**src/design/dss_params.svh**
```systemverilog
`ifndef DSS_PARAMS_SVH
`define DSS_PARAMS_SVH
`define DSS_IDX_STATUS 16'h6041
`define DSS_IDX_SHUTDOWN 16'h605b
`define DSS_IDX_DISABLE_OP 16'h605c
`define DSS_SHUTDOWN_RST 16'h0000
`define DSS_DISABLE_OP_RST 16'h0001
`define DSS_OPT_COAST 16'h0000
`define DSS_OPT_RAMP 16'h0001
`define DSS_BIT_RTSO 0
`define DSS_BIT_SWON 1
`define DSS_BIT_OPEN 2
`define DSS_BIT_FAULT 3
`define DSS_BIT_VDIS 4
`define DSS_BIT_QSTOP 5
`define DSS_BIT_SODIS 6
`define DSS_BIT_REMOTE 9
`define DSS_BIT_TARGET 10
`define DSS_BIT_ILIM 11
`define DSS_CW_AUTO 11
`define DSS_DCW_AUTO 7
`endif

```
**src/design/dss_pkg.sv**
```systemverilog
package dss_pkg;
    typedef enum logic [2:0] {
        DSS_NOT_READY = 3'h0,
        DSS_SO_DISABLED = 3'h1,
        DSS_READY = 3'h3,
        DSS_SWITCHED_ON = 3'h2,
        DSS_OP_ENABLED = 3'h6,
        DSS_QSTOP_ACTIVE = 3'h7,
        DSS_FAULT_REACT = 3'h5,
        DSS_FAULT = 3'h4
    } dss_state_t;
    typedef enum logic [1:0] {
        DSS_STOP_COAST = 2'h0,
        DSS_STOP_RAMP = 2'h1
    } dss_stop_t;
    typedef struct packed {
        logic [1:0] flag_s1;
        logic [1:0] flag_s2;
        logic [15:0] status;
        logic [15:0] shutdown_code;
        logic [15:0] disable_code;
        logic [15:0] rdata;
        logic ack;
        logic err;
        logic auto_bit;
    } dss_regs_t;
endpackage

```
**src/design/dss_top.sv**
```systemverilog
`timescale 1ns/100ps
`include "dss_params.svh"
module dss_top (
    input wire logic clk_in,
    input wire logic rst_n_in,
    input wire logic od_req_in,
    input wire logic od_write_in,
    input wire logic [15:0] od_index_in,
    input wire logic [15:0] od_wdata_in,
    output logic od_ack_out,
    output logic od_err_out,
    output logic [15:0] od_rdata_out,
    input wire dss_pkg::dss_state_t dev_state_in,
    input wire logic volt_disable_cmd_in,
    input wire logic [15:0] control_word_in,
    input wire logic control_word_enable_setting_in,
    input wire logic at_speed_flag_in,
    input wire logic drive_running_flag_in,
    input wire logic signed [15:0] vel_demand_in,
    input wire logic [15:0] vel_min_amount_in,
    input wire logic [15:0] vel_max_amount_in,
    output logic [15:0] status_word_out,
    output logic drive_control_word_auto_out,
    output dss_pkg::dss_stop_t shutdown_stop_mode_out,
    output dss_pkg::dss_stop_t disable_op_stop_mode_out,
    output logic slow_down_ramp_sel_out
);
    import dss_pkg::*;

    dss_regs_t r_r;
    dss_regs_t r_nxt;
    logic [15:0] st_bits;
    logic [15:0] vel_abs;
    logic code_ok;
    logic below_min;
    logic above_max;

    function automatic logic [15:0] dss_abs(input logic signed [15:0] v);
        if (v[15]) begin
            dss_abs = 16'(-v);
        end else begin
            dss_abs = 16'(v);
        end
    endfunction

    // only the ramp code selects a ramp stop, anything else coasts
    function automatic dss_stop_t dss_stop(input logic [15:0] code);
        if (code == `DSS_OPT_RAMP) begin
            dss_stop = DSS_STOP_RAMP;
        end else begin
            dss_stop = DSS_STOP_COAST;
        end
    endfunction

    function automatic logic dss_code_ok(input logic [15:0] code);
        dss_code_ok = (code == `DSS_OPT_COAST) || (code == `DSS_OPT_RAMP);
    endfunction

    // state bits 6,5,3,2,1,0; don't-care quick-stop positions drive zero
    function automatic logic [15:0] dss_state_bits(input dss_state_t s);
        dss_state_bits = 16'h0000;
        unique case (s)
            DSS_NOT_READY: begin
                dss_state_bits[`DSS_BIT_SODIS] = 1'b0;
                dss_state_bits[`DSS_BIT_QSTOP] = 1'b0;
                dss_state_bits[`DSS_BIT_FAULT] = 1'b0;
                dss_state_bits[`DSS_BIT_OPEN] = 1'b0;
                dss_state_bits[`DSS_BIT_SWON] = 1'b0;
                dss_state_bits[`DSS_BIT_RTSO] = 1'b0;
            end
            DSS_SO_DISABLED: begin
                dss_state_bits[`DSS_BIT_SODIS] = 1'b1;
                dss_state_bits[`DSS_BIT_QSTOP] = 1'b0;
                dss_state_bits[`DSS_BIT_FAULT] = 1'b0;
                dss_state_bits[`DSS_BIT_OPEN] = 1'b0;
                dss_state_bits[`DSS_BIT_SWON] = 1'b0;
                dss_state_bits[`DSS_BIT_RTSO] = 1'b0;
            end
            DSS_READY: begin
                dss_state_bits[`DSS_BIT_SODIS] = 1'b0;
                dss_state_bits[`DSS_BIT_QSTOP] = 1'b1;
                dss_state_bits[`DSS_BIT_FAULT] = 1'b0;
                dss_state_bits[`DSS_BIT_OPEN] = 1'b0;
                dss_state_bits[`DSS_BIT_SWON] = 1'b0;
                dss_state_bits[`DSS_BIT_RTSO] = 1'b1;
            end
            DSS_SWITCHED_ON: begin
                dss_state_bits[`DSS_BIT_SODIS] = 1'b0;
                dss_state_bits[`DSS_BIT_QSTOP] = 1'b1;
                dss_state_bits[`DSS_BIT_FAULT] = 1'b0;
                dss_state_bits[`DSS_BIT_OPEN] = 1'b0;
                dss_state_bits[`DSS_BIT_SWON] = 1'b1;
                dss_state_bits[`DSS_BIT_RTSO] = 1'b1;
            end
            DSS_OP_ENABLED: begin
                dss_state_bits[`DSS_BIT_SODIS] = 1'b0;
                dss_state_bits[`DSS_BIT_QSTOP] = 1'b1;
                dss_state_bits[`DSS_BIT_FAULT] = 1'b0;
                dss_state_bits[`DSS_BIT_OPEN] = 1'b1;
                dss_state_bits[`DSS_BIT_SWON] = 1'b1;
                dss_state_bits[`DSS_BIT_RTSO] = 1'b1;
            end
            DSS_QSTOP_ACTIVE: begin
                dss_state_bits[`DSS_BIT_SODIS] = 1'b0;
                dss_state_bits[`DSS_BIT_QSTOP] = 1'b0;
                dss_state_bits[`DSS_BIT_FAULT] = 1'b0;
                dss_state_bits[`DSS_BIT_OPEN] = 1'b1;
                dss_state_bits[`DSS_BIT_SWON] = 1'b1;
                dss_state_bits[`DSS_BIT_RTSO] = 1'b1;
            end
            DSS_FAULT_REACT, DSS_FAULT: begin
                dss_state_bits[`DSS_BIT_SODIS] = 1'b0;
                dss_state_bits[`DSS_BIT_QSTOP] = 1'b0;
                dss_state_bits[`DSS_BIT_FAULT] = 1'b1;
                dss_state_bits[`DSS_BIT_OPEN] = 1'b1;
                dss_state_bits[`DSS_BIT_SWON] = 1'b1;
                dss_state_bits[`DSS_BIT_RTSO] = 1'b1;
            end
        endcase
    endfunction

    always_comb begin
        r_nxt = r_r;
        st_bits = 16'h0000;
        vel_abs = dss_abs(vel_demand_in);
        // flags from the drive cross in through two flops
        r_nxt.flag_s1 = {drive_running_flag_in, at_speed_flag_in};
        r_nxt.flag_s2 = r_r.flag_s1;
        r_nxt.auto_bit = control_word_in[`DSS_CW_AUTO];
        st_bits = dss_state_bits(dev_state_in);
        st_bits[`DSS_BIT_VDIS] = volt_disable_cmd_in;
        st_bits[`DSS_BIT_REMOTE] = control_word_enable_setting_in & r_r.auto_bit;
        // quick stop swaps the target source to the running flag
        if (dev_state_in == DSS_QSTOP_ACTIVE) begin
            st_bits[`DSS_BIT_TARGET] = r_r.flag_s2[1];
        end else begin
            st_bits[`DSS_BIT_TARGET] = r_r.flag_s2[0];
        end
        below_min = vel_abs < vel_min_amount_in;
        above_max = vel_abs > vel_max_amount_in;
        st_bits[`DSS_BIT_ILIM] = below_min || above_max;
        r_nxt.status = st_bits;

        // object dictionary access, answered one cycle after the request
        code_ok = dss_code_ok(od_wdata_in);
        r_nxt.ack = od_req_in;
        r_nxt.err = 1'b0;
        r_nxt.rdata = 16'h0000;
        if (od_req_in) begin
            unique case (od_index_in)
                `DSS_IDX_STATUS: begin
                    r_nxt.rdata = r_r.status;
                    r_nxt.err = od_write_in;
                end
                `DSS_IDX_SHUTDOWN: begin
                    r_nxt.rdata = r_r.shutdown_code;
                    if (od_write_in) begin
                        r_nxt.err = !code_ok;
                        if (code_ok) begin
                            r_nxt.shutdown_code = od_wdata_in;
                        end
                    end
                end
                `DSS_IDX_DISABLE_OP: begin
                    r_nxt.rdata = r_r.disable_code;
                    if (od_write_in) begin
                        r_nxt.err = !code_ok;
                        if (code_ok) begin
                            r_nxt.disable_code = od_wdata_in;
                        end
                    end
                end
                default: begin
                    r_nxt.err = 1'b1;
                end
            endcase
        end
    end

    // status has no defined default; it reads zero until the first edge
    always_ff @(posedge clk_in or negedge rst_n_in) begin
        if (!rst_n_in) begin
            r_r <= '{flag_s1: 2'h0,
                     flag_s2: 2'h0,
                     status: 16'h0000,
                     shutdown_code: `DSS_SHUTDOWN_RST,
                     disable_code: `DSS_DISABLE_OP_RST,
                     rdata: 16'h0000,
                     ack: 1'b0,
                     err: 1'b0,
                     auto_bit: 1'b0};
        end else begin
            r_r <= r_nxt;
        end
    end

    assign od_ack_out = r_r.ack;
    assign od_err_out = r_r.err;
    assign od_rdata_out = r_r.rdata;
    assign status_word_out = r_r.status;
    assign drive_control_word_auto_out = r_r.auto_bit;
    // stop modes decode straight from the held option codes
    assign shutdown_stop_mode_out = dss_stop(r_r.shutdown_code);
    assign disable_op_stop_mode_out = dss_stop(r_r.disable_code);
    // both ramp codes use the slow-down ramp, standard ramp, normal voltage
    assign slow_down_ramp_sel_out = (dss_stop(r_r.shutdown_code) == DSS_STOP_RAMP) ||
        (dss_stop(r_r.disable_code) == DSS_STOP_RAMP);
endmodule

```
**config.mk**
```make
export PLATFORM = sky130hd
export DESIGN_NAME = dss_top
export DESIGN_NICKNAME = d
export VERILOG_FILES = /design/src/design/dss_pkg.sv /design/src/design/dss_top.sv
export VERILOG_INCLUDE_DIRS = /design/src /design/src/design
export SDC_FILE = /design/constraint.sdc
export NUM_CORES = 1
export LEC_CHECK = 0
export BUFFER_PORTS_ARGS = -buffer_cell sky130_fd_sc_hd__buf_2
export CAP_MARGIN = 20
export CORE_MARGIN = 4
export CORE_UTILIZATION = 49
export DETAILED_ROUTE_END_ITERATION = 10
export PLACE_DENSITY = 0.8
export SLEW_MARGIN = 15
export SYNTH_ARGS = -nofsm -noshare
export SYNTH_HDL_FRONTEND = slang
export SYNTH_SLANG_ARGS = --single-unit
```
**constraint.sdc**
```tcl
create_clock -name clk_in -period 1.5 [get_ports clk_in]
set_input_delay 0.075 -clock clk_in [delete_from_list [all_inputs] [get_ports clk_in]]
set_output_delay 0.075 -clock clk_in [all_outputs]
set_load 0.05 [all_outputs]
```
==> summary.md <==
| Metric | Value |
|---|---|
| Via/cell ratio | 5.088 |
| Commonest non-fill, non-tap cell in the layout | buf_2 |
| Total GRT Usage | 20.32% |
| Comb pwr share | 19.8% |
| WP buf/inv | 1 |
| Register area share after synthesis | 43.51% |
| CP startpoint kind | primary input |
| Switching power | 0.001134 W |
| Later-pin clock latency in the skew report | 0.34 ns |
| Reg power frac | between 40 and 50% |
| Cells after synthesis | 374 |
| Initial core utilization | 51.03% |
| Clock Skew | around 0.012 ns |
| Vias in the first global route | 3273 |
| Critical path cell sequence | buf_2 > or4_4 > or4_4 > o21ai_2 > xnor2_1 > ha_1 > nand4_1 > or3_1 > o221ai_1 |
| Synthesized flop and latch total | 65 |
| Clock slew at reported path FFs | 0.07 ns |
| Die height | 95.38 um |
| # setup viols final | 4 |
| CP max FO | 4 |
| Final hold violations | 0 |
| Nets | 668 |
| Clock power frac | 35.0% |
| Detailed Route Iter0 Violations | between 100 and 150 |
| Fin crit period | 2.274 ns |
| Root buf cell | clkbuf_8 |
| Pre-antenna DRT Iters | 4 |
| Top cell family by delay on the critical path | simple AND/OR/NAND/NOR gates |
| Io pins | 147 |
| First-pass GRT wire length | 14500 um |
| CTS Buffer Depth | 2 |
| Overflow left after global routing | 0 |
| Max Cap Viol | 0 |
| CTS tree | yes |
| Core Area | between 7000 and 8000 um2 |
| Max Freq | 0.4397 GHz |
| Number of port buffers | 123 |
| Peak supply drop | between 0.5 and 0.6 mV |
| Layout cell share with drive strength beyond 1 | 39.14% |
| Status | complete, but fails checks |
| # H-tree levels | 3 |
| Critical Path Max Stage Delay | approximately 0.55 ns |
| Final setup margin | -0.7743 ns |
| Wire per inst | 13.94 um |
| DP Wirelength | 6778 um |
| RSZ-0062 raised after global routing | yes |
| Leakage | 2.643 nW |
| Yosys cell types | 44 |
| Dpl ws | -1.116 ns |
| Final core occ | 68.41% |
| Number of flops mapped to enable cells by yosys | 0 |
| Fill cell count | 567 |
| Pwr Total | 0.003954 W |
| Antenna cells | 0 |
| Drc violations | 0 |
| Area growth syn-to-layout | 34.05% |
| Slowest CP cell | or4_4 |
| Gpl congestion | roughly 0.84 |
| Cell Area, Synth | about 3700 um2 |
| Detail Route Antenna Nets | 0 |
| Power Internal | 0.002820 W |
| Initial antenna violation count | 0 |
| Die Footprint | 9096 um2 |
| Power Dens Cells | 788.4 nW/um2 |
| WP data required | 1.75 ns |
| WS Path Type | primary input to flip-flop |
| Synthesis warning total | 0 |
| Main flop type after synthesis | dfrtp_1 |
| Synth async-reset ratio | 100.0% |
| Largest net degree at the start of global routing | 66 |
| Failing checks | setup timing |
| Sum Neg Setup Slack | -1.103 ns |
| Commonest cells after routing, fill and taps aside | buf_2, dfrtp_1, buf_4 |
| Die W | 95.38 um |
| Clock sink total | 65 |
| WP data arrival | 2.52 ns |
| Cell mode on critical path | or4_4 |
| Vias | roughly 3.2k |
| Crit. End Element | flip-flop |
| Final wirelength | slightly below 9000 um |
| Max Slew Vio Count | 0 |
| Worst Hold Class | primary input to flip-flop |
| Period utilization | 151.6% |
| Total CTS buffers | 9 |
| Switching Share | 28.68% |
| Hold WS | 0.03477 ns |
| Syn Area/Cell | 10.00 um2 |
| Num rows | 31 |
==> path summary, 6_finish.rpt <==
kind / slack [ns] / depth (start not counted) / to / from
worst min-delay path: 0.03 / 3 / od_err_out / od_write_in
min in group asynchronous: 0.29 / 3 / od_rdata_out[13] / rst_n_in
worst min register to register: 0.35 / 0 / r_r[67] / r_nxt[67]
worst max register to register: 0.38 / 4 / od_rdata_out[0] / r_r[19]
max in group asynchronous: 0.91 / 3 / r_r[19] / rst_n_in
worst max-delay path: -0.77 / 9 / status_word_out[11] / vel_demand_in[9]
==> power by group through the flow <==
| stage | combinational [W] | clock [W] | sequential, W |
|---|---|---|---|
| final | 0.000782 | 0.00138 | 0.00179 |
| after global routing | 0.000874 | 0.00149 | 0.00179 |
| after CTS | 0.000784 | 0.00140 | 0.00179 |
| after detailed placement | 0.000755 | 0 | 0.00182 |
| after global placement | 0.000734 | 0 | 0.00182 |
| after floorplan | 0.000432 | 0 | 0.00184 |
==> Yosys cell counts (4+ instances only) <==
cell / n / area [um2]
ha_1: 32 / 400.4
nand3_1: 5 / 25.02
nand4_1: 7 / 43.79
and4_1: 8 / 70.07
a21o_1: 4 / 30.03
a21oi_1: 19 / 95.09
buf_2: 4 / 20.02
o21ai_0: 10 / 50.05
dfrtp_1: 64 / 1602
nor4_1: 12 / 75.07
inv_1: 33 / 123.9
a22oi_1: 14 / 105.1
nor2_1: 10 / 37.54
nand2b_1: 4 / 25.02
nand2_1: 17 / 63.81
buf_4: 37 / 277.8
xnor2_1: 13 / 113.9
nor2b_1: 39 / 244.0
==> worst min-delay path, delay by kind of cell <==
kind / cells / cell delay, ns
AO/OA/AOI/OAI: 2 / 0.15
buffers and inverters: 1 / 0.11
==> registers in the layout (all words and copies together), names as in the netlist <==
name and flops:
od_err_out 1, r_nxt 2, r_r 34, drive_control_word_auto_out 1, status_word_out 10, od_rdata_out 16
od_ack_out 1
==> metrics by stage <==
step                      instance area [um2]  cells
after floorplan                          3811    381
after global placement                   4577    603
after detailed placement                 4577    603
after CTS                                4981    633
after global routing                     5015    633
final                                    5015    633
==> timing repair <==
action                                  4_1_cts  5_1_grt
hold buffers                                 11        0
pin swaps                                     4        3
resized for setup                            18        5
hold endpoints to repair                     78        0
endpoints found under the setup margin        4        4
setup buffers                                 3        0
gates cloned                                  0        0
==> area by class of cell <==
class                   instances  area, um2  share of cell area (%)
clock buffers                  11      151.4                   3.019
clock inverters                 5      37.54                  0.7485
flip-flops and latches         65       1628                   32.46
multi-input cells             239       1829                   36.48
inverters                      33      123.9                   2.470
repair buffers                181       1121                   22.36
well taps                      99      123.9                   2.470
==> routing by layer <==
| layer | GRT usage, % | part of all wire [%] | vias up |
|---|---|---|---|
| met3 | 3.473 | 7.1 | 6 |
| li1 | - | - | 1570 |
| met4 | 7.227 | 1.1 | 0 |
| met2 | 35.86 | 52 | 132 |
| met1 | 24.96 | 40 | 1513 |
| met5 | 0 | 0 | - |
==> cell families (layout without fill, tap and decap cells) <==
group           Yosys count  count (layout)  share of synthesized area (%)
flops                    65              65                          43.51
buf+inv                  77             230                          11.57
compound gates           64              64                          11.27
mux                       3               3                         0.9029
other cells               1               8                         0.1002
xor+xnor                 13              13                          3.043
simple gates            119             119                          18.90
fa+ha+maj                32              32                          10.70
(Power assumes the default switching activity.)
